[config.mk]
export PLATFORM = sky130hd
export DESIGN_NAME = serial_port_zero
export DESIGN_NICKNAME = d
export VERILOG_FILES = /design/src/serial_port_zero.v /design/src/serial_rx_buffer.v
export VERILOG_INCLUDE_DIRS = /design/src
export SDC_FILE = /design/constraint.sdc
export NUM_CORES = 1
export LEC_CHECK = 0
export BUFFER_PORTS_ARGS = -buffer_cell sky130_fd_sc_hd__clkbuf_2
export CAP_MARGIN = 10
export CORE_MARGIN = 2
export CORE_UTILIZATION = 25
export CTS_CLUSTER_SIZE = 12
export DETAILED_ROUTE_END_ITERATION = 10
export GPL_TIMING_DRIVEN = 0
export PLACE_DENSITY = 0.42
export SLEW_MARGIN = 5
export SYNTH_ARGS = -nofsm -noshare
export SYNTH_HDL_FRONTEND = slang
export SYNTH_HIERARCHICAL = 1
export SYNTH_SLANG_ARGS = --single-unit
[constraint.sdc]
create_clock -name pclk -period 5.61 [get_ports pclk]
set_input_delay 0.2805 -clock pclk [delete_from_list [all_inputs] [get_ports pclk]]
set_output_delay 0.2805 -clock pclk [all_outputs]
set_load 0.03 [all_outputs]
[src/serial_port_defines.vh]
// Register offsets, field positions, reset values and mode codes for the serial port
`ifndef SERIAL_PORT_DEFINES_VH
`define SERIAL_PORT_DEFINES_VH

`define SP_CTRL_ADDR 12'h0090
`define SP_STAT_ADDR 12'h0091
`define SP_DATA_ADDR 12'h0099
`define SP_CFG_ADDR 12'h00A0
`define SP_IRQ_STATUS_ADDR 12'h00A4
`define SP_IRQ_ENABLE_ADDR 12'h00A8
`define SP_IRQ_CLEAR_ADDR 12'h00AC
`define SP_DIVISOR_ADDR 12'h00B0

`define SP_CTRL_RESET 8'h00
`define SP_STAT_RESET 8'h00
`define SP_DIVISOR_RESET 16'h00AE

`define CTRL_MODE_HI 7
`define CTRL_MODE_LO 6
`define CTRL_MPSC 5
`define CTRL_REN 4
`define CTRL_TB8 3
`define CTRL_RB8 2
`define CTRL_TI 1
`define CTRL_RI 0

`define STAT_FE 7
`define STAT_RXOV 6
`define STAT_TXCOL 5

`define IRQ_RX 0
`define IRQ_TX 1
`define IRQ_FE 2
`define IRQ_BITS 3

`define MODE_SYNC 2'h0
`define MODE_8BIT 2'h1
`define MODE_9FIX 2'h2
`define MODE_9VAR 2'h3

`endif

[src/serial_port_zero.v]
// Serial port zero: control/status registers, transmitter and receiver, APB slave
//
// Operation
// - A frame is received and its byte latched only while the receiver enable bit is 1.
// - In modes 2 and 3 the ninth bit sent is the ninth_tx_bit value at the time the byte is written.
// - In modes 0 and 1 the ninth_tx_bit value has no effect on the frame.
// - The rx_complete_flag is set when a byte is received, qualified by multiproc_stop_check.
// - With the interrupt enabled, a set rx_complete_flag raises the interrupt request.
// - In mode 1 with multiproc_stop_check at 1, rx_complete_flag rises only on a high stop bit.
// - An invalid stop bit in a received frame sets frame_error_flag.
//
// Implementation choice: the APB register port.
`timescale 1ns/1ps
`include "serial_port_defines.vh"
module serial_port_zero #(
    parameter DIV_WIDTH = 16
) (
    input wire pclk,
    input wire presetn,
    input wire psel,
    input wire penable,
    input wire pwrite,
    input wire [11:0] paddr,
    input wire [31:0] pwdata,
    output reg [31:0] prdata,
    output reg pready,
    output reg pslverr,
    input wire rxd,
    output reg txd,
    output reg irq
);
    localparam ST_IDLE = 3'b001;
    localparam ST_DATA = 3'b010;
    localparam ST_STOP = 3'b100;

    reg [7:0] serial_control;
    reg [7:0] serial_status_clock_select;
    reg [DIV_WIDTH-1:0] divisor;
    reg [`IRQ_BITS-1:0] irq_status;
    reg [`IRQ_BITS-1:0] irq_enable;
    reg [7:0] tx_data;

    wire [1:0] mode = serial_control[`CTRL_MODE_HI:`CTRL_MODE_LO];
    wire nine_bit = mode[1];
    wire [3:0] frame_bits = nine_bit ? 4'd9 : 4'd8;

    // APB: zero wait states, so the answer comes in the access phase
    wire access = psel && penable;
    wire wr = access && pwrite;
    wire rd = access && !pwrite;
    wire wr_ctrl = wr && (paddr == `SP_CTRL_ADDR);
    wire wr_stat = wr && (paddr == `SP_STAT_ADDR);
    wire wr_data = wr && (paddr == `SP_DATA_ADDR);
    wire wr_div = wr && (paddr == `SP_DIVISOR_ADDR);
    wire wr_ien = wr && (paddr == `SP_IRQ_ENABLE_ADDR);
    wire wr_iclr = wr && (paddr == `SP_IRQ_CLEAR_ADDR);
    wire rd_data = rd && (paddr == `SP_DATA_ADDR);
    wire mapped = (paddr == `SP_CTRL_ADDR) || (paddr == `SP_STAT_ADDR) ||
                  (paddr == `SP_DATA_ADDR) || (paddr == `SP_DIVISOR_ADDR) ||
                  (paddr == `SP_IRQ_STATUS_ADDR) || (paddr == `SP_IRQ_ENABLE_ADDR) ||
                  (paddr == `SP_IRQ_CLEAR_ADDR) || (paddr == `SP_CFG_ADDR);

    // Bit-rate tick shared by both directions
    reg [DIV_WIDTH-1:0] tick_cnt;
    wire tick = (tick_cnt == {DIV_WIDTH{1'b0}});
    always @(posedge pclk or negedge presetn) begin
        if (!presetn) begin
            tick_cnt <= {DIV_WIDTH{1'b0}};
        end else if (tick) begin
            tick_cnt <= divisor;
        end else begin
            tick_cnt <= tick_cnt - {{(DIV_WIDTH-1){1'b0}}, 1'b1};
        end
    end

    // Transmitter
    reg [2:0] tx_state;
    reg [8:0] tx_shift;
    reg [3:0] tx_count;
    reg tx_done;
    reg tx_busy;
    always @(posedge pclk or negedge presetn) begin
        if (!presetn) begin
            tx_state <= ST_IDLE;
            tx_shift <= 9'h1FF;
            tx_count <= 4'h0;
            tx_done <= 1'b0;
            tx_busy <= 1'b0;
            txd <= 1'b1;
        end else begin
            tx_done <= 1'b0;
            case (tx_state)
                ST_IDLE: begin
                    txd <= 1'b1;
                    if (tx_busy && tick) begin
                        txd <= 1'b0;
                        tx_count <= 4'h0;
                        tx_state <= ST_DATA;
                    end else if (wr_data && !tx_busy) begin
                        // A write while busy only flags a collision, the frame is kept
                        // Ninth bit sampled only in nine-bit modes
                        tx_shift <= {nine_bit ? serial_control[`CTRL_TB8] : 1'b1,
                                     pwdata[7:0]};
                        tx_busy <= 1'b1;
                    end
                end
                ST_DATA: begin
                    if (tick) begin
                        txd <= tx_shift[0];
                        tx_shift <= {1'b1, tx_shift[8:1]};
                        tx_count <= tx_count + 4'h1;
                        if (tx_count + 4'h1 == frame_bits) begin
                            tx_state <= ST_STOP;
                        end
                    end
                end
                ST_STOP: begin
                    if (tick) begin
                        txd <= 1'b1;
                        tx_done <= 1'b1;
                        tx_busy <= 1'b0;
                        tx_state <= ST_IDLE;
                    end
                end
                default: begin
                    tx_state <= ST_IDLE;
                end
            endcase
        end
    end

    // Receiver, sampled at bit ticks; line assumed aligned to the tick grid
    reg [2:0] rx_state;
    reg [8:0] rx_shift;
    reg [3:0] rx_count;
    reg rx_load;
    reg rx_flag_set;
    reg rx_fe_set;
    reg rx_ninth;
    wire [8:0] rx_word;
    wire [8:0] rx_shifted = {rxd, rx_shift[8:1]};
    always @(posedge pclk or negedge presetn) begin
        if (!presetn) begin
            rx_state <= ST_IDLE;
            rx_shift <= 9'h000;
            rx_count <= 4'h0;
            rx_load <= 1'b0;
            rx_flag_set <= 1'b0;
            rx_fe_set <= 1'b0;
            rx_ninth <= 1'b0;
        end else begin
            rx_load <= 1'b0;
            rx_flag_set <= 1'b0;
            rx_fe_set <= 1'b0;
            case (rx_state)
                ST_IDLE: begin
                    if (tick && !rxd && serial_control[`CTRL_REN]) begin
                        rx_count <= 4'h0;
                        rx_state <= ST_DATA;
                    end
                end
                ST_DATA: begin
                    if (tick) begin
                        rx_shift <= rx_shifted;
                        rx_count <= rx_count + 4'h1;
                        if (rx_count + 4'h1 == frame_bits) begin
                            rx_state <= ST_STOP;
                        end
                    end
                end
                ST_STOP: begin
                    if (tick) begin
                        rx_state <= ST_IDLE;
                        // Receiver disabled mid-frame drops the frame
                        if (serial_control[`CTRL_REN]) begin
                            rx_fe_set <= !rxd;
                            rx_ninth <= nine_bit ? rx_shift[8] : rxd;
                            rx_load <= 1'b1;
                            if (mode == `MODE_8BIT && serial_control[`CTRL_MPSC]) begin
                                rx_flag_set <= rxd;
                            end else if (nine_bit && serial_control[`CTRL_MPSC]) begin
                                rx_flag_set <= rx_shift[8];
                            end else begin
                                rx_flag_set <= 1'b1;
                            end
                        end
                    end
                end
                default: begin
                    rx_state <= ST_IDLE;
                end
            endcase
        end
    end

    serial_rx_buffer #(
        .WIDTH(9)
    ) u_rx_buffer (
        .pclk(pclk),
        .presetn(presetn),
        .load(rx_load),
        .wdata({rx_ninth, nine_bit ? rx_shift[7:0] : rx_shift[8:1]}),
        .rdata(rx_word)
    );

    // Control and status registers; hardware set wins over software write
    reg rx_unread;
    always @(posedge pclk or negedge presetn) begin
        if (!presetn) begin
            serial_control <= `SP_CTRL_RESET;
            serial_status_clock_select <= `SP_STAT_RESET;
            divisor <= `SP_DIVISOR_RESET;
            irq_enable <= {`IRQ_BITS{1'b0}};
            irq_status <= {`IRQ_BITS{1'b0}};
            rx_unread <= 1'b0;
        end else begin
            if (wr_ctrl) begin
                serial_control <= pwdata[7:0];
            end
            if (wr_stat) begin
                serial_status_clock_select <= pwdata[7:0];
            end
            if (wr_div) begin
                divisor <= pwdata[DIV_WIDTH-1:0];
            end
            if (wr_ien) begin
                irq_enable <= pwdata[`IRQ_BITS-1:0];
            end
            if (wr_data && tx_busy) begin
                serial_status_clock_select[`STAT_TXCOL] <= 1'b1;
            end
            if (rd_data) begin
                rx_unread <= 1'b0;
            end
            if (rx_load) begin
                serial_control[`CTRL_RB8] <= rx_ninth;
                rx_unread <= 1'b1;
                if (rx_unread) begin
                    serial_status_clock_select[`STAT_RXOV] <= 1'b1;
                end
            end
            if (rx_flag_set) begin
                serial_control[`CTRL_RI] <= 1'b1;
            end
            if (tx_done) begin
                serial_control[`CTRL_TI] <= 1'b1;
            end
            if (rx_fe_set) begin
                serial_status_clock_select[`STAT_FE] <= 1'b1;
            end
            irq_status <= (irq_status & ~(wr_iclr ? pwdata[`IRQ_BITS-1:0] : {`IRQ_BITS{1'b0}}))
                          | {rx_fe_set, tx_done, rx_flag_set};
        end
    end

    // Interrupt: level while an enabled event or the enabled RI flag is pending
    always @(posedge pclk or negedge presetn) begin
        if (!presetn) begin
            irq <= 1'b0;
        end else begin
            irq <= |(irq_status & irq_enable) ||
                   (irq_enable[`IRQ_RX] && serial_control[`CTRL_RI]);
        end
    end

    // Read data and response
    always @(posedge pclk or negedge presetn) begin
        if (!presetn) begin
            prdata <= 32'h0000_0000;
            pready <= 1'b0;
            pslverr <= 1'b0;
        end else begin
            pready <= psel && !penable;
            pslverr <= psel && !penable && !mapped;
            prdata <= 32'h0000_0000;
            if (psel && !penable && !pwrite) begin
                case (paddr)
                    `SP_CTRL_ADDR: prdata <= {24'h00_0000, serial_control};
                    `SP_STAT_ADDR: prdata <= {24'h00_0000, serial_status_clock_select};
                    `SP_DATA_ADDR: prdata <= {23'h00_0000, rx_word};
                    `SP_DIVISOR_ADDR: prdata <= {{(32-DIV_WIDTH){1'b0}}, divisor};
                    `SP_IRQ_STATUS_ADDR: prdata <= {29'h000_0000, irq_status};
                    `SP_IRQ_ENABLE_ADDR: prdata <= {29'h000_0000, irq_enable};
                    `SP_CFG_ADDR: prdata <= {27'h000_0000, tx_busy, rx_unread,
                                             rx_state == ST_IDLE, tx_state == ST_IDLE, irq};
                    default: prdata <= 32'h0000_0000;
                endcase
            end
        end
    end
endmodule

[src/serial_rx_buffer.v]
// Receive holding register: latches one data byte and ninth bit on load
`timescale 1ns/1ps
module serial_rx_buffer #(
    parameter WIDTH = 9
) (
    input wire pclk,
    input wire presetn,
    input wire load,
    input wire [WIDTH-1:0] wdata,
    output reg [WIDTH-1:0] rdata
);
    always @(posedge pclk or negedge presetn) begin
        if (!presetn) begin
            rdata <= {WIDTH{1'b0}};
        end else if (load) begin
            rdata <= wdata;
        end
    end
endmodule

; Word level (Yosys, flattened, before mapping)
; Index checks and enable logic that the tools add are counted.
[classes]
mux = 59
n_eq_ne = 27
bitwise = 4
add_sub_neg = 3
reduce_logical = 55
[op_table]
columns = operator, n
row1 = case mux 16 bit (7 select lines), 1
row2 = equality test 12 x 8 -> 1 bit (second input constant), 8
row3 = two-way mux 16 bit, 2
row4 = two-way mux 1 bit, 31
row5 = two-way mux 3 bit, 9
row6 = two-way mux 9 bit, 3
row7 = logical AND 1 bit, 21
row8 = inequality test 2 bit (second input constant), 10
row9 = case mux 3 bit (3 select lines), 2
row10 = case mux 9 bit (2 select lines), 1
row11 = nonzero test 2 bit, 9
row12 = zero test 16 bit, 1
row13 = two-way mux 4 bit, 4
row14 = two-way mux 8 bit, 2
row15 = case mux 4 bit (2 select lines), 2
row16 = AND reduction 4 bit, 4
row17 = subtractor 16 x 1 -> 16 bit (second input constant), 1
row18 = AND reduction 3 bit, 4
row19 = adder 4 x 1 -> 4 bit (second input constant), 2
row20 = equality test 4 bit, 2
row21 = logical OR 1 bit, 8
row22 = AND 3 bit, 2
row23 = equality test 3 x 1 -> 1 bit (second input constant), 2
row24 = equality test 3 x 2 -> 1 bit (second input constant), 2
row25 = 10 further kinds, 15
[totals]
wordCells = 179
inputBits = 50
regBits = 138
output_inout_bits = 36

; Logic depth before layout (Yosys ltp)
; Gate-level depths: netlist of run 1.
[depth]
word_depth = 10
mapped_depth = 8
depth_no_buf = 7

; Cells and area by module
; Netlist of run 1, hierarchy kept.
[by_module_without_submodules]
columns = mod, cells_each, seq_area_each_um2, area_per_inst_um2, instances
row1 = serial_port_zero, 509, 2849.0, 5557.8, 1
row2 = serial_rx_buffer, 19, 225.2, 371.6, 1

; Worst setup path after synthesis of run 1
; No wires, ideal clock.
[synth_path]
path_type = input-to-reg
startpoint = input paddr[9]
endpoint = register serial_control[3]
setup_time_ps = 125
path_slack_ps = 3361
n_path_buf = 2
cell_stages = 6
arrival_ps = 2123
required_ps = 5485
cell_sequence = or4_4 -> buf_6 -> or2_4 -> or4_4 -> buf_6 -> mux2_4
[synth_via]
elab_chain_cells = 2
[synth_rtl]
columns = item, line
row1 = start: declaration, serial_port_zero.v:23  ; input wire [11:0] paddr,
row2 = equality test 12 x 8 -> 1 bit, --
row3 = logical AND 1 bit, serial_port_zero.v:51  ; wire wr_ctrl = wr && (paddr == `SP_CTRL_ADDR);
row4 = end signal: assignment, serial_port_zero.v:210  ; serial_control <= `SP_CTRL_RESET;
row5 = end signal: assignment, serial_port_zero.v:218  ; serial_control <= pwdata[7:0];
row6 = end signal: indexed assignment, serial_port_zero.v:236  ; serial_control[`CTRL_RB8] <= rx_ninth;
row7 = end: declaration, serial_port_zero.v:36  ; reg [7:0] serial_control;
; No other way between the ends.
; A chain may end at the register's enable or synchronous reset.

; Worst setup path in the final report of run 1
[layout_path]
startpoint = register tick_cnt[0]
endpoint = register rx_shift[0]
[layout_via]
elab_chain_cells = 2
[layout_rtl]
columns = item, line
row1 = start: declaration, serial_port_zero.v:64  ; reg [DIV_WIDTH-1:0] tick_cnt;
row2 = start signal: assignment, serial_port_zero.v:68  ; tick_cnt <= {DIV_WIDTH{1'b0}};
row3 = start signal: assignment, serial_port_zero.v:70  ; tick_cnt <= divisor;
row4 = start signal: assignment, serial_port_zero.v:72  ; tick_cnt <= tick_cnt - {{(DIV_WIDTH-1){1'b0}}, 1'b1};
row5 = zero test 16 bit, serial_port_zero.v:65  ; wire tick = (tick_cnt == {DIV_WIDTH{1'b0}});
row6 = AND reduction 2 bit (no source line), --
row7 = end signal: assignment, serial_port_zero.v:164  ; rx_shift <= rx_shifted;
row8 = end: declaration, serial_port_zero.v:134  ; reg [8:0] rx_shift;
; No other way between the ends.

==> out/results.txt, run 1 <==
status: finished clean
Crit-path slowest cell: nor4b_2
clk_lat worst skew: 0.42 ns
mean area per synthesized cell: 11.2 µm²
Synth Instances: 528
CTS H-tree depth: 4
DRT iter0 DRCs: 344
Async S/R FF share, synth: 100%
commonest non-fill, non-tap cells in the layout: dfrtp_1, clkbuf_2, nand2_1
vias in the first global route: 4461
Setup Crit Path Kind: register to register
Rel. slew slack: 25.8%
grt ovf: 0
layout net count: 670
top cell type's share of synthesized area: 44.3%
Core ar.: 23400 µm²
dpl cells: 915
die width: 158 µm
DRC violations left: 0
Total Wirelength: 15700 µm
total power divided by cell area: 325 nW/µm²
footprint of the multi-input gates: 2640 µm²
Hold Path Class: input pin to register
WP data arrival: 3.20 ns
RSZ-0062 raised after global routing: no
DR vias/cell: 4.53
port bufs: 52
clk sinks: 122
vias: 4294
GP Congestion: 0.770
Final Hold Viols: 0
Cell Area, Placed: 6680 µm²
CP peak stage delay: 0.49 ns
Finished Layout Cells: 947
CTS root buffer: clkbuf_16
drt wl/cell: 16.6 µm
Filler cells: 2460
worst-path cell chain: inv_1 > ha_1 > nor4b_2 > nand4_1 > or3_1 > clkbuf_1 > mux2_2
initial antenna violation count: 1
share of cells above drive strength 1: 29.8%
worst slew pin tran: 1.11 ns
Critical Path Fanout Max: 10
Netlist cell types: 58
final count of negative-setup-slack endpoints: 0
Starting Density: 25.3%
ant diodes: 0
setup ws final: 2.71 ns
FF+latch count, synth: 122
Total Power: 2.37 mW
Post-Syn Area: 5930 µm²
Max Clock Freq: 344 MHz
global-route wire length before repair: 25400 µm
Initial DRT Pass Iterations: 4
Max Cap Viol: 0
Clock Pin Slew Worst Setup and Hold Paths: 0.06 ns
post-route setup TNS: 0 ns
post-synthesis sequential area ratio: 51.8%
Critical Path RT: 5.90 ns
Synth area leaders: dfrtp_1, mux2_2, dfstp_2
pre-CTS setup slack: 2.71 ns
Hold Path Depth: 2
final core occ: 31.2%
register area: 3070 µm²
CTS tree: yes
Post-synth EDFFs: 0
share of the clock period used by the worst path: 51.8%
die area: 25000 µm²
Tot GR Track Use: 13.5%
minimum hold slack: 0.100 ns
hpwl dp: 11400 µm
post-layout minimum cycle time: 2.90 ns
Syn. warnings: 6
Max Clock Skew: 0.0116 ns
area delta synth->final: 23.0%
Site Rows: 56
R2R cell count: 7
most common cell after layout, fill and taps aside: dfrtp_1
largest net degree at the start of global routing: 73
Top FF cell, synth: dfrtp_1
largest area contributor in the netlist: dfrtp_1
Leakage Power: 3.32 nW
total CTS buffers: 17
I/O Pins: 86
max-slew violation count: 0
Worst setup SP type: register
endpoint class of the critical path: register
Design Area, Final: 7290 µm²
Longest Clk Path Bufs: 2
Peak VDD IR: 0.000164 V
post-route ant nets: 0
Die Span Y: 158 µm
post-cts resize count: 0
==> path summary, 6_finish.rpt <==
| path | end | slack (ns) | from |
|---|---|---|---|
| worst max register to register | rx_shift[0] | 2.71 | tick_cnt[0] |
| worst min register to register | tx_shift[8] | 0.48 | tx_shift[8] |
| min in group asynchronous | prdata[14] | 0.40 | presetn |
| max in group asynchronous | rx_state[0] | 4.49 | presetn |
| worst min-delay path | divisor[8] | 0.10 | pwdata[8] |
| worst max-delay path | rx_shift[0] | 2.71 | tick_cnt[0] |
==> kinds of logic after synthesis <==
logic type	count (synthesis)	synth area share (%)
AO/OA/AOI/OAI	103	11.5
other	1	0.0632
XOR/XNOR	11	1.62
AND/OR/NAND/NOR	173	16.4
flip-flops	122	51.8
adder cells (fa/ha/maj)	4	0.844
multiplexers	66	13.2
buffers and inverters	48	4.58
==> final cells by class <==
type | count | share of cell area [%]
plain buffers | 35 | 3.05
clock buffers | 21 | 6.31
clock inverters | 10 | 1.96
inverters | 13 | 0.669
multi-input cells | 373 | 36.2
flip-flops and latches | 122 | 42.1
well taps | 319 | 5.47
repair buffers | 54 | 4.20
==> flip-flops by register name, summed over array words and instances (netlist names), 3 cells and up <==
signal / flops
divisor: 16
prdata: 16
tick_cnt: 16
rx_shift: 9
tx_shift: 9
u_rx_buffer/rdata: 9
serial_control: 8
serial_status_clock_select: 8
rx_count: 4
tx_count: 4
irq_enable: 3
irq_status: 3
rx_state: 3
tx_state: 3
==> critical path: cells and delay by family, from the launching register on <==
kind          cells  cell delay (ns)
fa+ha+maj         1             0.15
flops             1             0.41
buf+inv           2             0.41
simple gates      3             1.44
mux               1             0.37
==> repair_timing <==
| item | CTS | global route |
|---|---|---|
| hold endpoints to repair | 36 | 0 |
| hold buffers | 1 | 0 |
| setup buffers | 0 | 0 |
==> cells in the mapped netlist (all sizes together) (2+ instances only) <==
cell	instances
a32oi	3
nor2	37
clkbuf	14
or3	6
buf	21
inv	13
nor2b	2
xnor2	4
dfstp	17
or4	5
o41ai	3
nor3b	6
a222oi	2
nand3	14
and2	6
or3b	3
nor4	10
a211o	3
nand2	44
a22oi	4
o22a	8
o21ai	16
ha	4
nor3	8
a31oi	7
or2	3
o22ai	4
nand2b	11
nand4	2
nand4b	6
o21a	9
mux2i	11
dfrtp	105
xor2	7
nand3b	3
and3	3
a21oi	30
o31ai	3
a21o	6
mux2	55
==> per-layer routing <==
metal  routed length [µm]  share of wire, %  up-vias  GRT usage (%)
li1                     -                 -     2050              -
met1                 7290                46     2158           17.5
met2                 7690                49       77           22.3
met3                  566               3.6        9           3.53
met4                  134              0.85        0           3.78
met5                    0                 0        -              0
==> where the power goes <==
group	leakage, nW	internal, mW	switching (mW)
sequential	1.56	0.941	0.0767
combinational	1.47	0.102	0.131
clock	0.293	0.721	0.400
total	3.32	1.76	0.607
No activity file was read; power rests on OpenSTA's default activity.
==> inputs of run 2 (changes only) <==
==> constraint.sdc (replaced) <==
create_clock -name pclk -period 2.7 [get_ports pclk]
set_input_delay 0.135 -clock pclk [delete_from_list [all_inputs] [get_ports pclk]]
set_output_delay 0.135 -clock pclk [all_outputs]
set_load 0.03 [all_outputs]
==> run 2 against run 1 <==
Effect of this change:
- count of clock-buffer cells in the layout stayed put
- combinational power increased by 120%
- global-route usage grew 0.076 points
- sequential share of layout area decreased by 0.70 points
==> out/results.txt, run 2 (synthesized netlist as in run 1, its figures left out) <==
status: finished clean
die width: 158 µm (unchanged)
Die Span Y: 158 µm (unchanged)
Setup Crit Path Kind: register to register
DR vias/cell: 4.51 (-0.47%)
register area: 3070 µm² (unchanged)
Rel. slew slack: 25.2% (-0.59 points)
clk sinks: 122 (unchanged)
Finished Layout Cells: 959 (+1.3%)
Core ar.: 23400 µm² (unchanged)
Design Area, Final: 7420 µm² (+1.7%)
global routing usage on met2: 22.5% (+0.19 points)
most common cell after layout, fill and taps aside: dfrtp_1
worst-path cell chain: inv_1 > ha_1 > nor4b_4 > nand4_1 > or3_1 > clkbuf_1 > mux2_2
Longest Clk Path Bufs: 2 (unchanged)
commonest non-fill, non-tap cells in the layout: dfrtp_1, clkbuf_2, nand2_1
DRT iter0 DRCs: 324 (-5.8%)
CP peak stage delay: 0.41 ns (-0.08 ns)
met3 GRT Util: 3.50% (-0.027 points)
R2R cell count: 7 (unchanged)
Hold Path Sink: serial_status_clock_select[6]
global-route wire length before repair: 25500 µm (+0.57%)
Hold Path Depth: 3 (+1)
worst slew pin tran: 1.12 ns (+0.00890 ns)
Starting Density: 25.3% (unchanged)
delay-heaviest family, CP: simple AND/OR/NAND/NOR gates
Critical Path RT: 3.00 ns (-2.90 ns)
R2R setup slack: 0.19 ns (-2.52 ns)
Max Clock Freq: 398 MHz (+16%)
Total Wirelength: 15800 µm (+1.0%)
Cell Area, Placed: 6680 µm² (unchanged)
port bufs: 52 (unchanged)
CTS H-tree depth: 4 (unchanged)
GP Congestion: 0.770 (unchanged)
Clock Pin Slew Worst Setup and Hold Paths: 0.06 ns (about the same)
post-route ant nets: 0 (unchanged)
Initial DRT Pass Iterations: 4 (unchanged)
final count of negative-setup-slack endpoints: 0 (unchanged)
largest net degree at the start of global routing: 73 (unchanged)
CTS root buffer: clkbuf_16
max-slew violation count: 0 (unchanged)
WP data arrival: 2.81 ns (-0.39 ns)
Crit-path slowest cell: dfrtp_1
area delta synth->final: 25.1%
Max Clock Skew: 0.00665 ns (-0.00494 ns)
RSZ-0062 raised after global routing: no
post-route setup TNS: 0 ns (unchanged)
Total Power: 4.96 mW (+110%)
footprint of the multi-input gates: 2650 µm² (+0.33%)
gr busiest metal: met2
hpwl dp: 11400 µm (unchanged)
share of the clock period used by the worst path: 92.9% (+41 points)
clk_lat worst skew: 0.41 ns (about the same)
DRC violations left: 0 (unchanged)
Site Rows: 56 (unchanged)
total CTS buffers: 17 (unchanged)
R2R Path Start: tick_cnt[0]
die area: 25000 µm² (unchanged)
Critical Path Fanout Max: 10 (unchanged)
Filler cells: 2449 (-0.45%)
total power divided by cell area: 668 nW/µm² (+110%)
Hold Path Class: input pin to register
post-layout minimum cycle time: 2.51 ns (-0.395 ns)
ant diodes: 0 (unchanged)
Max Cap Viol: 0 (unchanged)
vias in the first global route: 4514 (+1.2%)
Tot GR Track Use: 13.6% (+0.076 points)
vias: 4328 (+0.79%)
Final Hold Viols: 0 (unchanged)
grt met1 use: 17.5% (+0.034 points)
Peak VDD IR: 0.000342 V (+110%)
dpl cells: 915 (unchanged)
share of cells above drive strength 1: 29.5% (-0.25 points)
Worst setup SP type: register
CTS tree: yes
CP bufs+invs: 2 (unchanged)
drt wl/cell: 16.5 µm (-0.26%)
endpoint class of the critical path: register
layout net count: 682 (+1.8%)
I/O Pins: 86 (unchanged)
hold_sp: pwdata[6]
initial antenna violation count: 1 (unchanged)
top flop regs: divisor x16, prdata x16, tick_cnt x16
worst reg2reg path endpoint: rx_shift[0]
grt ovf: 0 (unchanged)
Leakage Power: 3.38 nW (+1.6%)
[run 2: cell types whose count changed in the layout (fill, tap and decap cells not counted), sizes merged]
| cell | change |
|---|---|
| dlygate4sd3 | +10 |
| buf | +2 |
[run 2: worst min-delay path, delay by kind of cell]
family	cells	cell delay, ns
simple gates	1	0.06
buf+inv	1	0.13
mux	1	0.08
[run 2: worst max-delay path by stage]
stage                       end  slack (ns)   startpoint  cells past startpoint
global placement      prdata[7]       -0.52      presetn                      1
global route        rx_shift[0]        0.04  tick_cnt[0]                      7
floorplan           rx_shift[0]        0.46  tick_cnt[0]                      7
finish              rx_shift[0]        0.19  tick_cnt[0]                      7
detailed placement  rx_shift[1]       -0.20  tick_cnt[0]                      7
CTS                 rx_shift[0]        0.05  tick_cnt[0]                      7
[run 2: area by class of cell]
| cell class | count | share of cell area, % |
|---|---|---|
| buffer | 35 | 3.00 |
| clock buffer | 21 | 6.21 |
| clock inverter | 10 | 1.92 |
| inverter | 13 | 0.658 |
| multi-input combinational | 373 | 35.7 |
| sequential | 122 | 41.4 |
| tap | 319 | 5.38 |
| timing repair buffer | 66 | 5.68 |
[run 2: metrics by stage]
stage | hold slack [ns] | setup WS (ns) | utilization [%]
after floorplan | -0.161 | 0.464 | -
after global placement | 0.372 | -0.517 | 28.4
after detailed placement | 0.128 | -0.201 | 28.5
after CTS | 0.0260 | 0.0503 | 31.7
after global routing | 0.0293 | 0.0416 | 31.7
final | 0.0266 | 0.190 | 31.7
[run 2: report_power, final]
part	leakage (nW)	internal (mW)	switching, mW
Sequential	1.56	1.96	0.167
Combinational	1.52	0.226	0.274
Clock	0.293	1.50	0.837
Total	3.38	3.68	1.28
[run 2: metal layers]
metal	routed length, µm	vias to the layer above
met5	0	-
met3	511	13
met1	7410	2175
met2	7750	68
li1	-	2072
met4	170	0
[run 2: what timing repair did]
action,in CTS,in global routing
pin swaps,1,0
hold buffers,11,0
endpoints found under the setup margin,11,19
buffers inserted,2,0
gates resized for setup,0,1
endpoints found under the hold margin,46,0
==> inputs of run 3 (changes only) <==
--- a/config.mk
+++ b/config.mk
@@ -10,6 +10,7 @@
 export CAP_MARGIN = 10
 export CORE_MARGIN = 2
 export CORE_UTILIZATION = 25
+export CTS_BUF_LIST = sky130_fd_sc_hd__clkbuf_4 sky130_fd_sc_hd__clkbuf_8
 export CTS_CLUSTER_SIZE = 12
 export DETAILED_ROUTE_END_ITERATION = 10
 export GPL_TIMING_DRIVEN = 0
==> run 3 against run 2 <==
Effect of this change:
- register-to-register slack lost 0.04 ns
- critical path depth unchanged
- global-route usage down 0.064 points
- non-clock buffer count up 3
- final area is 2.1% lower
- sequential cell count did not move
- sequential power barely moved
- clock power decreased by 25%
- combinational power grew 0.8%
- critical endpoint is now rx_shift[7]
- largest cell class unchanged
==> out/results.txt, run 3 (synthesized netlist as in run 1, its figures left out) <==
setup ws final: 0.153 ns (-0.0372 ns)
hold_sp: pwdata[7]
total CTS buffers: 17 (unchanged)
endpoint class of the critical path: register
worst-path cell chain: inv_1 > ha_1 > nor4b_4 > nand4_1 > buf_4 > nor3_1 > mux2_2
ant diodes: 0 (unchanged)
Critical Path RT: 3.02 ns (+0.02 ns)
share of the clock period used by the worst path: 94.3% (+1.4 points)
Initial DRT Pass Iterations: 6 (+2)
vias in the first global route: 4499 (-0.33%)
Hold Path Depth: 2 (-1)
CTS H-tree depth: 4 (unchanged)
final count of negative-setup-slack endpoints: 0 (unchanged)
R2R cell count: 7 (unchanged)
switching share of power: 27.6% (+1.8 points)
cell-internal power: 3.16 mW (-14%)
total power divided by cell area: 601 nW/µm² (-10%)
top flop regs: divisor x16, prdata x16, tick_cnt x16
DRC violations left: 0 (unchanged)
Hold Path Sink: serial_control[7]
Rel. slew slack: 25.4% (+0.22 points)
post-route ant nets: 0 (unchanged)
pre-CTS setup slack: -0.201 ns (unchanged)
CP peak stage delay: 0.52 ns (+0.11 ns)
Hold Path Class: input pin to register
Worst setup SP type: register
R2R Path Start: tick_cnt[0]
Starting Density: 25.3% (unchanged)
clk_lat worst skew: 0.44 ns (+0.03 ns)
Psw: 1.21 mW (-5.7%)
die width: 158 µm (unchanged)
CP bufs+invs: 2 (unchanged)
post-layout minimum cycle time: 2.55 ns (+0.0372 ns)
share of cells above drive strength 1: 29.7% (+0.17 points)
status: finished clean
Design Area, Final: 7260 µm² (-2.1%)
R2R setup slack: 0.15 ns (-0.04 ns)
GP Congestion: 0.770 (unchanged)
Clock Pin Slew Worst Setup and Hold Paths: 0.08 ns (+0.02 ns)
sequential share of power: 48.5% (+5.7 points)
most common cell after layout, fill and taps aside: dfrtp_1
hpwl dp: 11400 µm (unchanged)
Tot GR Track Use: 13.5% (-0.064 points)
DR vias/cell: 4.52 (+0.19%)
clock share of power: 40.0% (-7.1 points)
area delta synth->final: 22.5%
initial antenna violation count: 1 (unchanged)
drt wl/cell: 16.4 µm (-0.44%)
CTS root buffer: clkbuf_8
Max Cap Viol: 0 (unchanged)
Total Power: 4.37 mW (-12%)
Crit-path slowest cell: nor3_1
layout net count: 685 (+0.44%)
Site Rows: 56 (unchanged)
worst reg2reg path endpoint: rx_shift[7]
global-route wire length before repair: 25500 µm (-0.27%)
Core ar.: 23400 µm² (unchanged)
vias: 4350 (+0.51%)
Peak VDD IR: 0.000220 V (-36%)
Cell Area, Placed: 6680 µm² (unchanged)
clk sinks: 122 (unchanged)
largest net degree at the start of global routing: 73 (unchanged)
port bufs: 52 (unchanged)
Total Wirelength: 15800 µm (-0.13%)
commonest non-fill, non-tap cells in the layout: dfrtp_1, clkbuf_2, nand2_1
Max Clock Skew: 0.0101 ns (+0.00346 ns)
Leakage Power: 3.31 nW (-2.0%)
CTS tree: yes
Longest Clk Path Bufs: 2 (unchanged)
delay-heaviest family, CP: simple AND/OR/NAND/NOR gates
Filler cells: 2467 (+0.73%)
worst slew pin tran: 1.12 ns (-0.00328 ns)
grt ovf: 0 (unchanged)
WP data arrival: 2.86 ns (+0.05 ns)
I/O Pins: 86 (unchanged)
Comb pwr share: 11.5% (+1.4 points)
Critical Path Fanout Max: 6 (-4)
max-slew violation count: 0 (unchanged)
DRT iter0 DRCs: 245 (-24%)
RSZ-0062 raised after global routing: no
Max Clock Freq: 393 MHz (-1.5%)
Final Hold Viols: 0 (unchanged)
Setup Crit Path Kind: register to register
Die Span Y: 158 µm (unchanged)
die area: 25000 µm² (unchanged)
==> run 3: through the flow <==
| stage | TNS, ns | hold slack, ns | std cells | utilization (%) |
|---|---|---|---|---|
| 6_report | 0 | 0.0303 | 962 | 31.0 |
| 5_1_grt | 0 | 0.00421 | 962 | 31.0 |
| 4_1_cts | 0 | 0.00943 | 962 | 31.0 |
| 3_5_place_dp | -1.97 | 0.128 | 915 | 28.5 |
| 3_3_place_gp | -55.25 | 0.372 | 914 | 28.4 |
| 2_1_floorplan | 0 | -0.161 | 543 | - |
==> run 3: layer usage <==
layer,vias up,track usage [%],share of wire (%)
li1,2079,-,-
met1,2197,17.6,47
met2,62,22.5,49
met3,12,3.01,3.1
met4,0,4.16,1.2
met5,-,0,0
==> run 3: cell type report <==
class	instances	area (µm²)	share of cell area, %
repair buffers	69	452	6.22
well taps	319	399	5.49
inverters	13	48.8	0.672
flip-flops and latches	122	3070	42.3
clock buffers	21	277	3.81
plain buffers	35	223	3.07
multi-input cells	373	2650	36.5
clock inverters	10	143	1.96
==> run 3: what timing repair did <==
action                                  4_1_cts  5_1_grt
resized for setup                             0        1
gates cloned                                  0        0
hold endpoints to repair                     58        0
endpoints found under the setup margin       11       19
hold buffers                                 14        0
setup buffers                                 2        0
pin swaps                                     1        0
==> run 3: worst max path at each step <==
stage / start / slack (ns) / cells past startpoint / to
final: tick_cnt[0] / 0.15 / 7 / rx_shift[7]
after global routing: tick_cnt[0] / 0.04 / 7 / rx_shift[5]
after CTS: tick_cnt[0] / 0.04 / 7 / rx_shift[5]
after detailed placement: tick_cnt[0] / -0.20 / 7 / rx_shift[1]
after global placement: presetn / -0.52 / 1 / prdata[7]
after floorplan: tick_cnt[0] / 0.46 / 7 / rx_shift[0]
==> run 3: power groups by stage <==
stage / clock [mW] / sequential, mW / combinational (mW)
finish: 1.75 / 2.12 / 0.504
global route: 1.89 / 2.14 / 0.578
CTS: 1.80 / 2.11 / 0.503
detailed placement: 0 / 2.14 / 0.484
global placement: 0 / 2.14 / 0.469
floorplan: 0 / 2.11 / 0.333
